### src/rtl/afti_defines.svh
`ifndef AFTI_DEFINES_SVH
`define AFTI_DEFINES_SVH

// Register word indices (byte address is four times the index)
`define AFTI_IDX_CTRL 6'h00
`define AFTI_IDX_STATUS 6'h01
`define AFTI_IDX_MASK 6'h02
`define AFTI_IDX_POS 6'h03
`define AFTI_IDX_WORD 6'h04

// Control register fields
`define AFTI_CTRL_RUN 0
`define AFTI_CTRL_MASTER 1
`define AFTI_CTRL_RATE_LSB 2
`define AFTI_CTRL_RATE_MSB 5
`define AFTI_CTRL_W 6
`define AFTI_CTRL_RST 6'h00

// Status and mask bits
`define AFTI_ST_RFP 0
`define AFTI_ST_HFP 1
`define AFTI_ST_OVW 2
`define AFTI_ST_RESYNC 3
`define AFTI_ST_W 4
`define AFTI_ST_RST 4'h0

// Frame geometry
`define AFTI_HF_MAX 8'h95
`define AFTI_BF_MAX 8'hFF

// Line rate codes and word index maxima
`define AFTI_RATE_0G6 4'h0
`define AFTI_RATE_1G2 4'h1
`define AFTI_RATE_2G4 4'h2
`define AFTI_RATE_3G0 4'h3
`define AFTI_RATE_4G9 4'h4
`define AFTI_RATE_6G1 4'h5
`define AFTI_RATE_8G1 4'h6
`define AFTI_RATE_9G8 4'h7
`define AFTI_RATE_10G1 4'h8
`define AFTI_RATE_12G1_W64 4'h9
`define AFTI_RATE_24G3_W64 4'hA
`define AFTI_MAX_0G6 7'h03
`define AFTI_MAX_1G2 7'h07
`define AFTI_MAX_2G4 7'h0F
`define AFTI_MAX_3G0 7'h13
`define AFTI_MAX_4G9 7'h1F
`define AFTI_MAX_6G1 7'h27
`define AFTI_MAX_8G1 7'h3F
`define AFTI_MAX_9G8 7'h3F
`define AFTI_MAX_10G1 7'h4F
`define AFTI_MAX_12G1_W64 7'h2F
`define AFTI_MAX_24G3_W64 7'h5F

`endif

### src/rtl/afti_pkg.sv
package afti_pkg;
    typedef enum logic [1:0] {
        AFTI_HOLD = 2'b01,
        AFTI_RUN = 2'b10
    } afti_state_e;
    typedef logic [6:0] afti_word_t;
    typedef logic [11:0] afti_rfn_t;
endpackage

### src/rtl/afti_pos_if.sv
`timescale 1ns/1ns
interface afti_pos_if;
    afti_pkg::afti_word_t word;
    logic [7:0] bf;
    logic [7:0] hf;
    afti_pkg::afti_rfn_t rfn;
    logic rfp;
    logic hfp;
    modport src (output word, output bf, output hf, output rfn, output rfp, output hfp);
    modport dst (input word, input bf, input hf, input rfn, input rfp, input hfp);
endinterface

### src/rtl/afti_frame_counter.sv
`timescale 1ns/1ns
`include "afti_defines.svh"
module afti_frame_counter (
    input wire logic clk_i,
    input wire logic rst_i,
    input wire logic adv_i,
    input wire logic load_i,
    input wire logic [11:0] preset_i,
    input wire logic [6:0] word_max_i,
    afti_pos_if.src pos
);
    logic word_wrap;
    logic bf_wrap;
    logic hf_wrap;

    // Compare with >= so a rate lowered mid-frame still wraps
    assign word_wrap = pos.word >= word_max_i;
    assign bf_wrap = word_wrap && (pos.bf == `AFTI_BF_MAX);
    assign hf_wrap = bf_wrap && (pos.hf >= `AFTI_HF_MAX);

    always_ff @(posedge clk_i) begin
        if (rst_i) begin
            pos.word <= 7'h00;
            pos.bf <= 8'h00;
            pos.hf <= 8'h00;
            pos.rfn <= 12'h000;
        end else if (load_i) begin
            pos.word <= 7'h00;
            pos.bf <= 8'h00;
            pos.hf <= 8'h00;
            pos.rfn <= preset_i;
        end else if (adv_i) begin
            pos.word <= word_wrap ? 7'h00 : 7'(pos.word + 7'h01);
            if (word_wrap) begin
                pos.bf <= 8'(pos.bf + 8'h01);
            end
            if (bf_wrap) begin
                pos.hf <= hf_wrap ? 8'h00 : 8'(pos.hf + 8'h01);
            end
            if (hf_wrap) begin
                pos.rfn <= 12'(pos.rfn + 12'h001);
            end
        end
    end

    // Pulses line up with the first word of the new frame
    always_ff @(posedge clk_i) begin
        if (rst_i) begin
            pos.rfp <= 1'b0;
            pos.hfp <= 1'b0;
        end else begin
            pos.rfp <= load_i || (adv_i && hf_wrap);
            pos.hfp <= load_i || (adv_i && bf_wrap);
        end
    end
endmodule

### src/rtl/afti_rx_packer.sv
`timescale 1ns/1ns
module afti_rx_packer (
    input wire logic clk_i,
    input wire logic rst_i,
    input wire logic [7:0] byte_i,
    input wire logic byte_valid_i,
    input wire logic byte_ctrl_i,
    output logic [31:0] word_o,
    output logic [3:0] flags_o,
    output logic valid_o
);
    logic [1:0] lane_r;
    logic [23:0] hold_r;
    logic [2:0] hold_flags_r;
    logic last_lane;

    assign last_lane = byte_valid_i && (lane_r == 2'h3);

    always_ff @(posedge clk_i) begin
        if (rst_i) begin
            lane_r <= 2'h0;
        end else if (byte_valid_i) begin
            lane_r <= 2'(lane_r + 2'h1);
        end
    end

    // Earlier bytes shift toward the top lane
    always_ff @(posedge clk_i) begin
        if (rst_i) begin
            hold_r <= 24'h000000;
            hold_flags_r <= 3'h0;
        end else if (byte_valid_i) begin
            hold_r <= {hold_r[15:0], byte_i};
            hold_flags_r <= {hold_flags_r[1:0], byte_ctrl_i};
        end
    end

    always_ff @(posedge clk_i) begin
        if (rst_i) begin
            word_o <= 32'h00000000;
            flags_o <= 4'h0;
            valid_o <= 1'b0;
        end else begin
            valid_o <= last_lane;
            if (last_lane) begin
                word_o <= {hold_r, byte_i};
                flags_o <= {hold_flags_r, byte_ctrl_i};
            end
        end
    end

    property p_rx_last_byte;
        @(posedge clk_i) disable iff (rst_i)
        last_lane |=> valid_o && word_o[7:0] == $past(byte_i) && flags_o[0] == $past(byte_ctrl_i);
    endproperty
    a_rx_last_byte: assert property (p_rx_last_byte) else $error("rx last byte misplaced");

    // First lane captured apart from the shift chain, so a broken shift shows
    logic [7:0] first_byte_r;
    logic first_ctrl_r;

    always_ff @(posedge clk_i) begin
        if (rst_i) begin
            first_byte_r <= 8'h00;
            first_ctrl_r <= 1'b0;
        end else if (byte_valid_i && lane_r == 2'h0) begin
            first_byte_r <= byte_i;
            first_ctrl_r <= byte_ctrl_i;
        end
    end

    property p_rx_first_byte;
        @(posedge clk_i) disable iff (rst_i)
        last_lane |=> valid_o && word_o[31:24] == $past(first_byte_r)
            && flags_o[3] == $past(first_ctrl_r);
    endproperty
    a_rx_first_byte: assert property (p_rx_first_byte) else $error("rx first flag misplaced");
endmodule

### src/rtl/afti_top.sv
// Register access over Wishbone and the placing of the registers were left to the implementer.
`timescale 1ns/1ns
`include "afti_defines.svh"
module afti_top #(
    parameter int EXTRA_WR_LAT = 0
) (
    input wire logic clk_i,
    input wire logic rst_i,
    input wire logic [7:0] wb_adr_i,
    input wire logic [31:0] wb_dat_i,
    input wire logic [3:0] wb_sel_i,
    input wire logic wb_we_i,
    input wire logic wb_cyc_i,
    input wire logic wb_stb_i,
    output logic [31:0] wb_dat_o,
    output logic wb_ack_o,
    output logic irq_o,
    input wire logic [7:0] rx_link_byte_i,
    input wire logic rx_link_byte_valid_i,
    input wire logic rx_link_byte_ctrl_i,
    output logic [31:0] aux_receive_word_o,
    output logic [3:0] aux_receive_ctrl_byte_flags_o,
    output logic aux_receive_word_valid_o,
    input wire logic radio_frame_resync_pulse_i,
    input wire logic [11:0] frame_number_preset_i,
    input wire logic [31:0] aux_transmit_word_i,
    input wire logic [31:0] insertion_bit_mask_i,
    input wire logic [31:0] tx_core_word_i,
    output logic [31:0] tx_frame_word_o,
    output logic [3:0] overwrite_error_flags_o,
    output logic tx_radio_frame_pulse_o,
    output logic tx_hyperframe_pulse_o,
    output logic [11:0] tx_radio_frame_number_o,
    output logic [7:0] tx_hyperframe_index_o,
    output logic [7:0] tx_basic_frame_index_o,
    output logic [6:0] tx_word_index_o
);
    localparam int LAT = EXTRA_WR_LAT + 1;

    // Word index maximum for the selected line rate
    function automatic logic [6:0] word_max(input logic [3:0] rate);
        logic [6:0] m;
        m = `AFTI_MAX_0G6;
        case (rate)
            `AFTI_RATE_0G6: m = `AFTI_MAX_0G6;
            `AFTI_RATE_1G2: m = `AFTI_MAX_1G2;
            `AFTI_RATE_2G4: m = `AFTI_MAX_2G4;
            `AFTI_RATE_3G0: m = `AFTI_MAX_3G0;
            `AFTI_RATE_4G9: m = `AFTI_MAX_4G9;
            `AFTI_RATE_6G1: m = `AFTI_MAX_6G1;
            `AFTI_RATE_8G1: m = `AFTI_MAX_8G1;
            `AFTI_RATE_9G8: m = `AFTI_MAX_9G8;
            `AFTI_RATE_10G1: m = `AFTI_MAX_10G1;
            `AFTI_RATE_12G1_W64: m = `AFTI_MAX_12G1_W64;
            `AFTI_RATE_24G3_W64: m = `AFTI_MAX_24G3_W64;
            default: m = `AFTI_MAX_0G6;
        endcase
        return m;
    endfunction

    // Control word is the first sixteenth of the basic frame's bytes
    function automatic logic [3:0] ctrl_lanes(input logic [6:0] word, input logic [6:0] max);
        logic [3:0] lanes;
        logic [8:0] limit;
        logic [8:0] first;
        lanes = 4'h0;
        limit = 9'(({2'h0, max} + 9'h001) >> 2);
        first = {word, 2'h0};
        for (int i = 0; i < 4; i++) begin
            lanes[3 - i] = 9'(first + 9'(i)) < limit;
        end
        return lanes;
    endfunction

    // Any masked bit in a lane counts as overwriting that lane
    function automatic logic [3:0] mask_lanes(input logic [31:0] mask);
        logic [3:0] lanes;
        lanes = 4'h0;
        for (int i = 0; i < 4; i++) begin
            lanes[i] = |mask[i * 8 +: 8];
        end
        return lanes;
    endfunction

    afti_pos_if pos ();

    afti_pkg::afti_state_e state_r;
    afti_pkg::afti_state_e state_nxt;
    logic [`AFTI_CTRL_W-1:0] ctrl_r;
    logic [`AFTI_ST_W-1:0] status_r;
    logic [`AFTI_ST_W-1:0] status_nxt;
    logic [`AFTI_ST_W-1:0] irq_mask_r;
    logic resync_prev_r;
    logic resync_rise;
    logic resync_load;
    logic [6:0] max_now;
    logic [3:0] ctrl_pipe_r [LAT];
    logic [3:0] ctrl_aligned;
    logic [3:0] ovw_nxt;
    logic wb_req;
    logic [5:0] wb_idx;
    logic [31:0] rd_data;

    assign max_now = word_max(ctrl_r[`AFTI_CTRL_RATE_MSB:`AFTI_CTRL_RATE_LSB]);
    assign wb_req = wb_cyc_i && wb_stb_i && !wb_ack_o;
    assign wb_idx = wb_adr_i[7:2];

    // Edge detect keeps a held-high resync from restarting framing every cycle
    always_ff @(posedge clk_i) begin
        if (rst_i) begin
            resync_prev_r <= 1'b0;
        end else begin
            resync_prev_r <= radio_frame_resync_pulse_i;
        end
    end
    assign resync_rise = radio_frame_resync_pulse_i && !resync_prev_r;
    assign resync_load = resync_rise && ctrl_r[`AFTI_CTRL_MASTER];

    always_comb begin
        state_nxt = state_r;
        case (state_r)
            afti_pkg::AFTI_HOLD: begin
                if (ctrl_r[`AFTI_CTRL_RUN] || resync_load) begin
                    state_nxt = afti_pkg::AFTI_RUN;
                end
            end
            afti_pkg::AFTI_RUN: begin
                if (!ctrl_r[`AFTI_CTRL_RUN] && !resync_load) begin
                    state_nxt = afti_pkg::AFTI_HOLD;
                end
            end
            default: state_nxt = afti_pkg::AFTI_HOLD;
        endcase
    end

    always_ff @(posedge clk_i) begin
        if (rst_i) begin
            state_r <= afti_pkg::AFTI_HOLD;
        end else begin
            state_r <= state_nxt;
        end
    end

    afti_frame_counter u_counter (
        .clk_i(clk_i),
        .rst_i(rst_i),
        .adv_i(state_r == afti_pkg::AFTI_RUN),
        .load_i(resync_load),
        .preset_i(frame_number_preset_i),
        .word_max_i(max_now),
        .pos(pos.src)
    );

    assign tx_word_index_o = pos.word;
    assign tx_basic_frame_index_o = pos.bf;
    assign tx_hyperframe_index_o = pos.hf;
    assign tx_radio_frame_number_o = pos.rfn;
    assign tx_radio_frame_pulse_o = pos.rfp;
    assign tx_hyperframe_pulse_o = pos.hfp;

    afti_rx_packer u_rx (
        .clk_i(clk_i),
        .rst_i(rst_i),
        .byte_i(rx_link_byte_i),
        .byte_valid_i(rx_link_byte_valid_i),
        .byte_ctrl_i(rx_link_byte_ctrl_i),
        .word_o(aux_receive_word_o),
        .flags_o(aux_receive_ctrl_byte_flags_o),
        .valid_o(aux_receive_word_valid_o)
    );

    // Control lanes follow the word index by the write latency
    always_ff @(posedge clk_i) begin
        if (rst_i) begin
            for (int i = 0; i < LAT; i++) begin
                ctrl_pipe_r[i] <= 4'h0;
            end
        end else begin
            ctrl_pipe_r[0] <= ctrl_lanes(pos.word, max_now);
            for (int i = 1; i < LAT; i++) begin
                ctrl_pipe_r[i] <= ctrl_pipe_r[i - 1];
            end
        end
    end
    assign ctrl_aligned = ctrl_pipe_r[LAT - 1];
    assign ovw_nxt = ctrl_aligned & mask_lanes(insertion_bit_mask_i);

    always_ff @(posedge clk_i) begin
        if (rst_i) begin
            tx_frame_word_o <= 32'h00000000;
            overwrite_error_flags_o <= 4'h0;
        end else begin
            tx_frame_word_o <= (aux_transmit_word_i & insertion_bit_mask_i)
                | (tx_core_word_i & ~insertion_bit_mask_i);
            overwrite_error_flags_o <= ovw_nxt;
        end
    end

    // Status read clears, but a same-cycle event still lands
    always_comb begin
        status_nxt = status_r;
        if (wb_req && !wb_we_i && wb_idx == `AFTI_IDX_STATUS) begin
            status_nxt = `AFTI_ST_RST;
        end
        if (pos.rfp) begin
            status_nxt[`AFTI_ST_RFP] = 1'b1;
        end
        if (pos.hfp) begin
            status_nxt[`AFTI_ST_HFP] = 1'b1;
        end
        if (|ovw_nxt) begin
            status_nxt[`AFTI_ST_OVW] = 1'b1;
        end
        if (resync_load) begin
            status_nxt[`AFTI_ST_RESYNC] = 1'b1;
        end
    end

    always_ff @(posedge clk_i) begin
        if (rst_i) begin
            status_r <= `AFTI_ST_RST;
        end else begin
            status_r <= status_nxt;
        end
    end

    always_ff @(posedge clk_i) begin
        if (rst_i) begin
            irq_o <= 1'b0;
        end else begin
            irq_o <= |(status_r & irq_mask_r);
        end
    end

    always_ff @(posedge clk_i) begin
        if (rst_i) begin
            ctrl_r <= `AFTI_CTRL_RST;
            irq_mask_r <= `AFTI_ST_RST;
        end else if (wb_req && wb_we_i && wb_sel_i[0]) begin
            if (wb_idx == `AFTI_IDX_CTRL) begin
                ctrl_r <= wb_dat_i[`AFTI_CTRL_W-1:0];
            end
            if (wb_idx == `AFTI_IDX_MASK) begin
                irq_mask_r <= wb_dat_i[`AFTI_ST_W-1:0];
            end
        end
    end

    always_comb begin
        case (wb_idx)
            `AFTI_IDX_CTRL: rd_data = {26'h0, ctrl_r};
            `AFTI_IDX_STATUS: rd_data = {28'h0000000, status_r};
            `AFTI_IDX_MASK: rd_data = {28'h0000000, irq_mask_r};
            `AFTI_IDX_POS: rd_data = {4'h0, pos.rfn, pos.hf, pos.bf};
            `AFTI_IDX_WORD: rd_data = {25'h0, pos.word};
            default: rd_data = 32'h00000000;
        endcase
    end

    // One wait state; unmapped reads return zero and writes are dropped
    always_ff @(posedge clk_i) begin
        if (rst_i) begin
            wb_ack_o <= 1'b0;
            wb_dat_o <= 32'h00000000;
        end else begin
            wb_ack_o <= wb_req;
            if (wb_req && !wb_we_i) begin
                wb_dat_o <= rd_data;
            end
        end
    end

    property p_resync_zero;
        @(posedge clk_i) disable iff (rst_i)
        resync_load |=> tx_basic_frame_index_o == 8'h00 && tx_word_index_o == 7'h00;
    endproperty
    a_resync_zero: assert property (p_resync_zero) else $error("resync did not zero index");

    property p_resync_frame;
        @(posedge clk_i) disable iff (rst_i)
        resync_load |=> tx_radio_frame_pulse_o && tx_hyperframe_index_o == 8'h00;
    endproperty
    a_resync_frame: assert property (p_resync_frame) else $error("resync did not start frame");

    property p_preset;
        @(posedge clk_i) disable iff (rst_i)
        resync_load |=> tx_radio_frame_number_o == $past(frame_number_preset_i);
    endproperty
    a_preset: assert property (p_preset) else $error("preset not loaded");

    property p_level_ignored;
        @(posedge clk_i) disable iff (rst_i)
        radio_frame_resync_pulse_i && resync_prev_r && state_r == afti_pkg::AFTI_RUN
            && tx_word_index_o < max_now |=> tx_word_index_o == 7'($past(tx_word_index_o) + 7'h01);
    endproperty
    a_level_ignored: assert property (p_level_ignored) else $error("held resync restarted");

    property p_word_wrap;
        @(posedge clk_i) disable iff (rst_i)
        state_r == afti_pkg::AFTI_RUN && !resync_load && tx_word_index_o >= max_now
            |=> tx_word_index_o == 7'h00
            && tx_basic_frame_index_o == 8'($past(tx_basic_frame_index_o) + 8'h01);
    endproperty
    a_word_wrap: assert property (p_word_wrap) else $error("word index wrap wrong");

    property p_hf_range;
        @(posedge clk_i) disable iff (rst_i)
        tx_hyperframe_index_o <= `AFTI_HF_MAX;
    endproperty
    a_hf_range: assert property (p_hf_range) else $error("hyperframe index out of range");

    property p_rfn_step;
        @(posedge clk_i) disable iff (rst_i)
        state_r == afti_pkg::AFTI_RUN && !resync_load && tx_word_index_o >= max_now
            && tx_basic_frame_index_o == `AFTI_BF_MAX && tx_hyperframe_index_o == `AFTI_HF_MAX
            |=> tx_hyperframe_index_o == 8'h00
            && tx_radio_frame_number_o == 12'($past(tx_radio_frame_number_o) + 12'h001);
    endproperty
    a_rfn_step: assert property (p_rfn_step) else $error("frame number did not advance");

    property p_rfp_position;
        @(posedge clk_i) disable iff (rst_i)
        tx_radio_frame_pulse_o |-> tx_hyperframe_pulse_o && tx_hyperframe_index_o == 8'h00
            && tx_basic_frame_index_o == 8'h00 && tx_word_index_o == 7'h00;
    endproperty
    a_rfp_position: assert property (p_rfp_position) else $error("radio frame pulse misplaced");

    property p_hfp_position;
        @(posedge clk_i) disable iff (rst_i)
        tx_hyperframe_pulse_o |-> tx_basic_frame_index_o == 8'h00 && tx_word_index_o == 7'h00;
    endproperty
    a_hfp_position: assert property (p_hfp_position) else $error("hyperframe pulse misplaced");

    property p_ovw_flag;
        @(posedge clk_i) disable iff (rst_i)
        1'b1 |=> overwrite_error_flags_o
            == ($past(ctrl_aligned) & $past(mask_lanes(insertion_bit_mask_i)));
    endproperty
    a_ovw_flag: assert property (p_ovw_flag) else $error("overwrite flag wrong");
endmodule

### config.mk
export PLATFORM = sky130hd
export DESIGN_NAME = afti_top
export DESIGN_NICKNAME = d
export VERILOG_FILES = /design/src/rtl/afti_pkg.sv /design/src/rtl/afti_pos_if.sv /design/src/rtl/afti_frame_counter.sv /design/src/rtl/afti_rx_packer.sv /design/src/rtl/afti_top.sv
export VERILOG_INCLUDE_DIRS = /design/src /design/src/rtl
export SDC_FILE = /design/constraint.sdc
export NUM_CORES = 1
export LEC_CHECK = 0
export ABC_AREA = 1
export CAP_MARGIN = 40
export CORE_ASPECT_RATIO = 1.5
export CORE_UTILIZATION = 51
export CTS_CLUSTER_SIZE = 40
export DETAILED_ROUTE_END_ITERATION = 7
export DONT_BUFFER_PORTS = 1
export GPL_ROUTABILITY_DRIVEN = 0
export MAX_ROUTING_LAYER = met4
export PLACE_DENSITY = 0.73
export SLEW_MARGIN = 10
export SYNTH_ARGS = -nofsm -noshare
export SYNTH_HDL_FRONTEND = slang
export SYNTH_HIERARCHICAL = 1
export SYNTH_SLANG_ARGS = --single-unit
### constraint.sdc
create_clock -name clk_i -period 2.45 [get_ports clk_i]
set_clock_uncertainty 0.2 [all_clocks]
set_input_delay 0.6125 -clock clk_i [delete_from_list [all_inputs] [get_ports clk_i]]
set_output_delay 0.6125 -clock clk_i [all_outputs]
set_load 0.02 [all_outputs]
# Word-level counts from Yosys, hierarchy flattened
# Memory sizes are Yosys's and may differ from the RTL's. A register that Yosys moved wholly into a read port is not among the register bits.
# Cells that the tools add are included.
# classes
add_sub_neg,9
order_cmp,6
n_eq_ne,10
n_mux,21
n_bitwise,6
n_reduce_logical,43
# op_table
cell,n
$pmux 28 s5,1
$and 32x32->32,2
$lt 9x6->1,4
$mux 12,3
$not 32->32,1
$or 32x32->32,1
$reduce_or 8->1,4
$add 9x2->9 const B,2
$add 8x1->8 const B,2
$mux 4,4
$logic_and 1x1->1,14
$add 12x1->12 const B,1
$eq 6x2->1 const B,2
$reduce_and 2->1,6
$reduce_bool 2->1,6
$reduce_or 4->1,3
$add 9x1->9 const B,1
$add 7x1->8 const B,1
$and 4x4->4,2
$eq 8x8->1 const B,1
$ge 8x8->1 const B,1
$mux 1,8
$mux 8,1
$add 7x1->7 const B,1
14 further kinds,23
# totals
ff_bits,190
ram_bits,4
rom_bits,80
inputBits,168
out_inout_bits,144
elab_cells,122
n_memories,2
# memory_table
memory,depth,word_bits,rd,rd_clocked_by_memory_dff,write_ports,line,source
(name not given),16,5,1,1,0,afti_top.sv:44,case (rate)
ctrl_pipe_r,1,4,1,0,1,afti_top.sv:97,logic [3:0] ctrl_pipe_r [LAT];

# Logic depth before layout (Yosys ltp)
# logic_depth
depth_word,7
mapped_depth,13
ltp_nobuf,13

# By module
# Netlist, hierarchy kept.
# by_module_without_submodules
module,n_inst,cells_per_inst,area_per_inst_um2,seq_area_each_um2
afti_top,1,546,4008.8,1841.8
afti_rx_packer,1,321,2399.8,1321.3
afti_frame_counter,1,361,2372.3,740.7

# Worst setup path before layout
# Ideal clock, no wire load.
# synth_path
path_kind,input port to flip-flop
from,input port wb_adr_i[3]
to,"register, netlist name max_now[2]"
setup_ps,114
arrival_ps,1849
t_required_ps,2136
path_slack_ps,287
stages,11
n_path_buf,0
cell_sequence,nor2_1 > nand2_2 > nor2_8 > nand2_2 > nand2_1 > nand3_1 > ha_1 > inv_1 > nand2_1 > nand2_1 > nand2_1
# synth_via
elab_chain_cells,4
# synth_lines
item,line,source
from (decl),afti_top.sv:9,"input wire logic [7:0] wb_adr_i,"
$logic_not 6->1,--,
$reduce_and 2->1 (no line),--,
$mux 4 (no line) (2 in a row),--,
# Every way passes these cells.
# A chain may end at the register's enable or synchronous reset.

# Worst setup path in the final report
# layout_path
from,"register, netlist name max_now[4]"
to,register u_counter.pos.rfn[8]
# layout_via
elab_chain_cells,5
# layout_lines
item,line,source
$ge 7x7->1,afti_frame_counter.sv:17,assign word_wrap = pos.word >= word_max_i;
$logic_and 1x1->1,afti_frame_counter.sv:18,assign bf_wrap = word_wrap && (pos.bf == `AFTI_BF_MAX);
$logic_and 1x1->1,afti_frame_counter.sv:19,assign hf_wrap = bf_wrap && (pos.hf >= `AFTI_HF_MAX);
$reduce_bool 2->1 (no line),--,
$reduce_and 2->1 (no line),--,
to (signal assigned),afti_frame_counter.sv:31,pos.rfn <= preset_i;
to (signal assigned),afti_frame_counter.sv:41,pos.rfn <= 12'(pos.rfn + 12'h001);
to (decl),afti_pos_if.sv:9,"modport src (output word, output bf, output hf, output rfn, output rfp, output hfp);"
# Every way passes these cells.

==> load_flow_metrics.sql <==
INSERT INTO impl_metrics (metric_group, metric, value, unit) VALUES
('worst_setup_path', 'cp_data_required_time', '2.58', 'ns'),
('status', 'run_status', 'finished clean', ''),
('clock_network', 'ctsRootBufferMaster', 'sky130_fd_sc_hd__clkbuf_16', ''),
('pwr', 'power_frac_clock', '44.0', '%'),
('floorplan', 'floorplan.initialDensity', '52.2', '%'),
('timing', 'min_period', '2.27', 'ns'),
('worst_setup_path', 'crit_path_max_fanout', '14', ''),
('pwr', 'seq_power_share', '51.9', '%'),
('layout', 'fin_util', '57.9', '%'),
('pwr', 'internal_power', '4750', 'uW'),
('layout', 'mostFrequentLayoutCells', 'sky130_fd_sc_hd__nand2_1 (292), sky130_fd_sc_hd__nor2_1 (218), sky130_fd_sc_hd__dfxtp_1 (195)', ''),
('pwr', 'power_per_cell_area', '666', 'nW/um2'),
('floorplan', 'dieArea', '17800', 'um2'),
('drt', 'dr.pass1.iters', '7', ''),
('drt', 'vias', '7710', ''),
('clock_network', 'clock_latency', '0.44', 'ns'),
('layout', 'area_growth', '11.0', '%'),
('drt', 'wl_per_cell', '15.5', 'um'),
('drt', 'detail_route.drc_violations', '0', ''),
('clock_network', 'cts.path.max_buffers', '2', ''),
('flow_run', 'drv_cap', '0', ''),
('clock_network', 'cts-htree-levels', '4', ''),
('worst_setup_path', 'cp_cell_sequence', 'inv_1, ha_1, nand2_1, nand2_1, a21oi_2, nand3_4, nand3_4, nand2_1, nand3_1, nand2_1', ''),
('pwr', 'power.share.combinational', '4.2', '%'),
('worst_setup_path', 'cpMostUsedCell', 'sky130_fd_sc_hd__nand2_1', ''),
('pwr', 'power.leakage', '0.00456', 'uW'),
('layout', 'nets', '1440', ''),
('drt', 'route.antenna.remaining_nets', '0', ''),
('timing', 'finalHoldWorstSlack', '0.0472', 'ns'),
('timing', 'worst_slew_margin_rel', '48.2', '%'),
('clock_network', 'clock-sinks', '195', ''),
('synth', 'ys_seq_elements', '195', ''),
('pwr', 'switching_power_total', '1740', 'uW'),
('worst_setup_path', 'timing.critical_path.arrival', '2.40', 'ns'),
('worst_setup_path', 'worstSetupEndpointType', 'flip-flop', ''),
('place', 'port_buffers', '0', ''),
('synth', 'synth-edff-count', '0', ''),
('grt', 'number_of_global_route_vias_before_repair', '7247', ''),
('timing', 'report.final.setup_viol', '0', ''),
('timing', 'drv_slew', '0', ''),
('clock_network', 'cts_setup_buffers', '0', ''),
('drt', 'routed_wl', '22800', 'um'),
('grt', 'gr_overflow_total', '0', ''),
('timing', 'max_slew.worst_pin.slew', '0.776', 'ns'),
('layout', 'commonest_non_fill_non_tap_cell_in_the_layout', 'sky130_fd_sc_hd__nand2_1', ''),
('timing', 'finalCritPeriodShare', '92.7', '%'),
('grt', 'grt_first_pass_wirelength', '35800', 'um'),
('hold_path', 'worst_hold_path_type', 'primary input to flip-flop', ''),
('pwr', 'netSwitchingFraction', '26.8', '%'),
('synth', 'synth_warnings', '6', ''),
('clock_network', 'cts-buffers-inserted', '17', ''),
('place', 'place_inst', '1437', ''),
('synth', 'synth.cell_area', '8780', 'um2'),
('worst_setup_path', 'cp-start-kind', 'flip-flop', ''),
('synth', 'synth_cell_types', '41', ''),
('worst_setup_path', 'crit_path_top_delay_cell', 'sky130_fd_sc_hd__dfxtp_1', ''),
('grt', 'globalRouteTotalUtil', '26.9', '%'),
('floorplan', 'core_region_area', '16800', 'um2'),
('synth', 'synth_cells', '1228', ''),
('clock_network', 'tritoncts', 'built', ''),
('synth', 'asyncSetResetFlopFracSynth', '0', '%'),
('worst_setup_path', 'max_stage_delay', '0.41', 'ns'),
('synth', 'postSynthAreaPerCell', '7.15', 'um2'),
('timing', 'rsz_0062_raised_after_global_routing', 'no', ''),
('clock_network', 'clk_pin_slew', '0.08', 'ns'),
('pwr', 'power.ir.vdd_worst', '0.000541', 'V'),
('worst_setup_path', 'critical_path_class', 'flip-flop to flip-flop', ''),
('timing', 'timing_hold_violations_final', '0', ''),
('timing', 'fin_tns_setup', '0', 'ns'),
('grt', 'initial_antenna_violation_count', '1', ''),
('grt', 'grt_start_max_net_pins', '58', '');
==> synth_stat cells (4+ instances only) <==
| library cell | instances | area [um2] |
|---|---|---|
| sky130_fd_sc_hd__xnor2_1 | 4 | 35.0 |
| sky130_fd_sc_hd__nor3_1 | 11 | 55.1 |
| sky130_fd_sc_hd__dfxtp_1 | 195 | 3900 |
| sky130_fd_sc_hd__o211ai_1 | 4 | 30.0 |
| sky130_fd_sc_hd__nand2_2 | 5 | 31.3 |
| sky130_fd_sc_hd__nand3_1 | 81 | 405 |
| sky130_fd_sc_hd__nor2_1 | 219 | 822 |
| sky130_fd_sc_hd__nand3b_1 | 5 | 37.5 |
| sky130_fd_sc_hd__nand4_1 | 18 | 113 |
| sky130_fd_sc_hd__inv_1 | 127 | 477 |
| sky130_fd_sc_hd__buf_2 | 13 | 65.1 |
| sky130_fd_sc_hd__xor2_1 | 13 | 114 |
| sky130_fd_sc_hd__o21ai_0 | 78 | 390 |
| sky130_fd_sc_hd__a21oi_1 | 64 | 320 |
| sky130_fd_sc_hd__clkbuf_1 | 15 | 56.3 |
| sky130_fd_sc_hd__nand2_1 | 292 | 1100 |
| sky130_fd_sc_hd__ha_1 | 26 | 325 |
| sky130_fd_sc_hd__buf_4 | 11 | 82.6 |
| sky130_fd_sc_hd__nand3_2 | 6 | 60.1 |
==> per-stage QoR <==
| step | cell area, um2 | total power (uW) | setup slack, ns |
|---|---|---|---|
| floorplan | 8800 | 3660 | 0.287 |
| global placement | 9120 | 3700 | 0.0492 |
| detailed placement | 9120 | 3710 | -0.00355 |
| CTS | 9750 | 6550 | 0.206 |
| global route | 9750 | 6730 | 0.0436 |
| finish | 9750 | 6490 | 0.179 |
==> critical path, delay by kind of cell (launching register included) <==
kind	cells	cell delay (ns)
fa+ha+maj	1	0.32
buf+inv	1	0.06
flops	1	0.41
compound gates	1	0.16
simple gates	7	1.00
==> final cells by class <==
cell class              instances  area [um2]  area share, %
diodes                          1        2.50         0.0257
inverters                     131         494           5.07
repair buffers                 42         315           3.23
multi-input cells             859        4140           42.5
clock buffers                  17         425           4.36
well taps                     210         263           2.70
clock inverters                15         203           2.08
flip-flops and latches        195        3900           40.0
==> registers in the layout, indices dropped and copies added (netlist names), 2 cells and up <==
register                 count
tx_frame_word_o             32
u_rx/word_o                 32
wb_dat_o                    28
u_rx/hold_r                 24
u_counter/pos.rfn           12
u_counter/pos.bf             8
u_counter/pos.hf             8
u_counter/pos.word           7
ctrl_r                       6
max_now                      5
ctrl_pipe_r                  4
irq_mask_r                   4
overwrite_error_flags_o      4
status_r                     4
u_rx/flags_o                 4
u_rx/hold_flags_r            3
state_r                      2
u_rx/lane_r                  2
==> cell families (layout without fill, tap and decap cells) <==
group	Yosys count	in the layout	synth area share (%)
XOR/XNOR	17	17	1.70
buffers and inverters	178	205	8.63
AO/OA/AOI/OAI	155	155	9.12
flip-flops	195	195	44.5
multiplexers	1	1	0.114
other	2	7	0.0855
AND/OR/NAND/NOR	654	654	32.2
adder cells (fa/ha/maj)	26	26	3.70
==> routing by layer <==
layer	part of all wire, %	global-route usage [%]	vias to the layer above
li1	-	-	3911
met1	38	28.2	3483
met2	50	45.4	265
met3	8.8	8.92	51
met4	3.1	11.6	0
met5	0	-	-
==> final timing paths <==
path                  startpoint                    to  slack (ns)  cells past startpoint
setup / recovery      max_now[4]  u_counter/pos.rfn[8]        0.18                     10
hold / removal             rst_i     u_counter/pos.rfp        0.05                      1
setup reg to reg      max_now[4]  u_counter/pos.rfn[8]        0.18                     10
hold reg to reg   u_rx/hold_r[5]       u_rx/word_o[13]        0.26                      2
==> power by group through the flow <==
stage | logic (uW) | registers (uW) | clock network, uW
floorplan | 236 | 3420 | 0
global placement | 263 | 3440 | 0
detailed placement | 269 | 3440 | 0
CTS | 271 | 3370 | 2910
global route | 312 | 3380 | 3040
finish | 270 | 3370 | 2850
(Power assumes the default switching activity.)
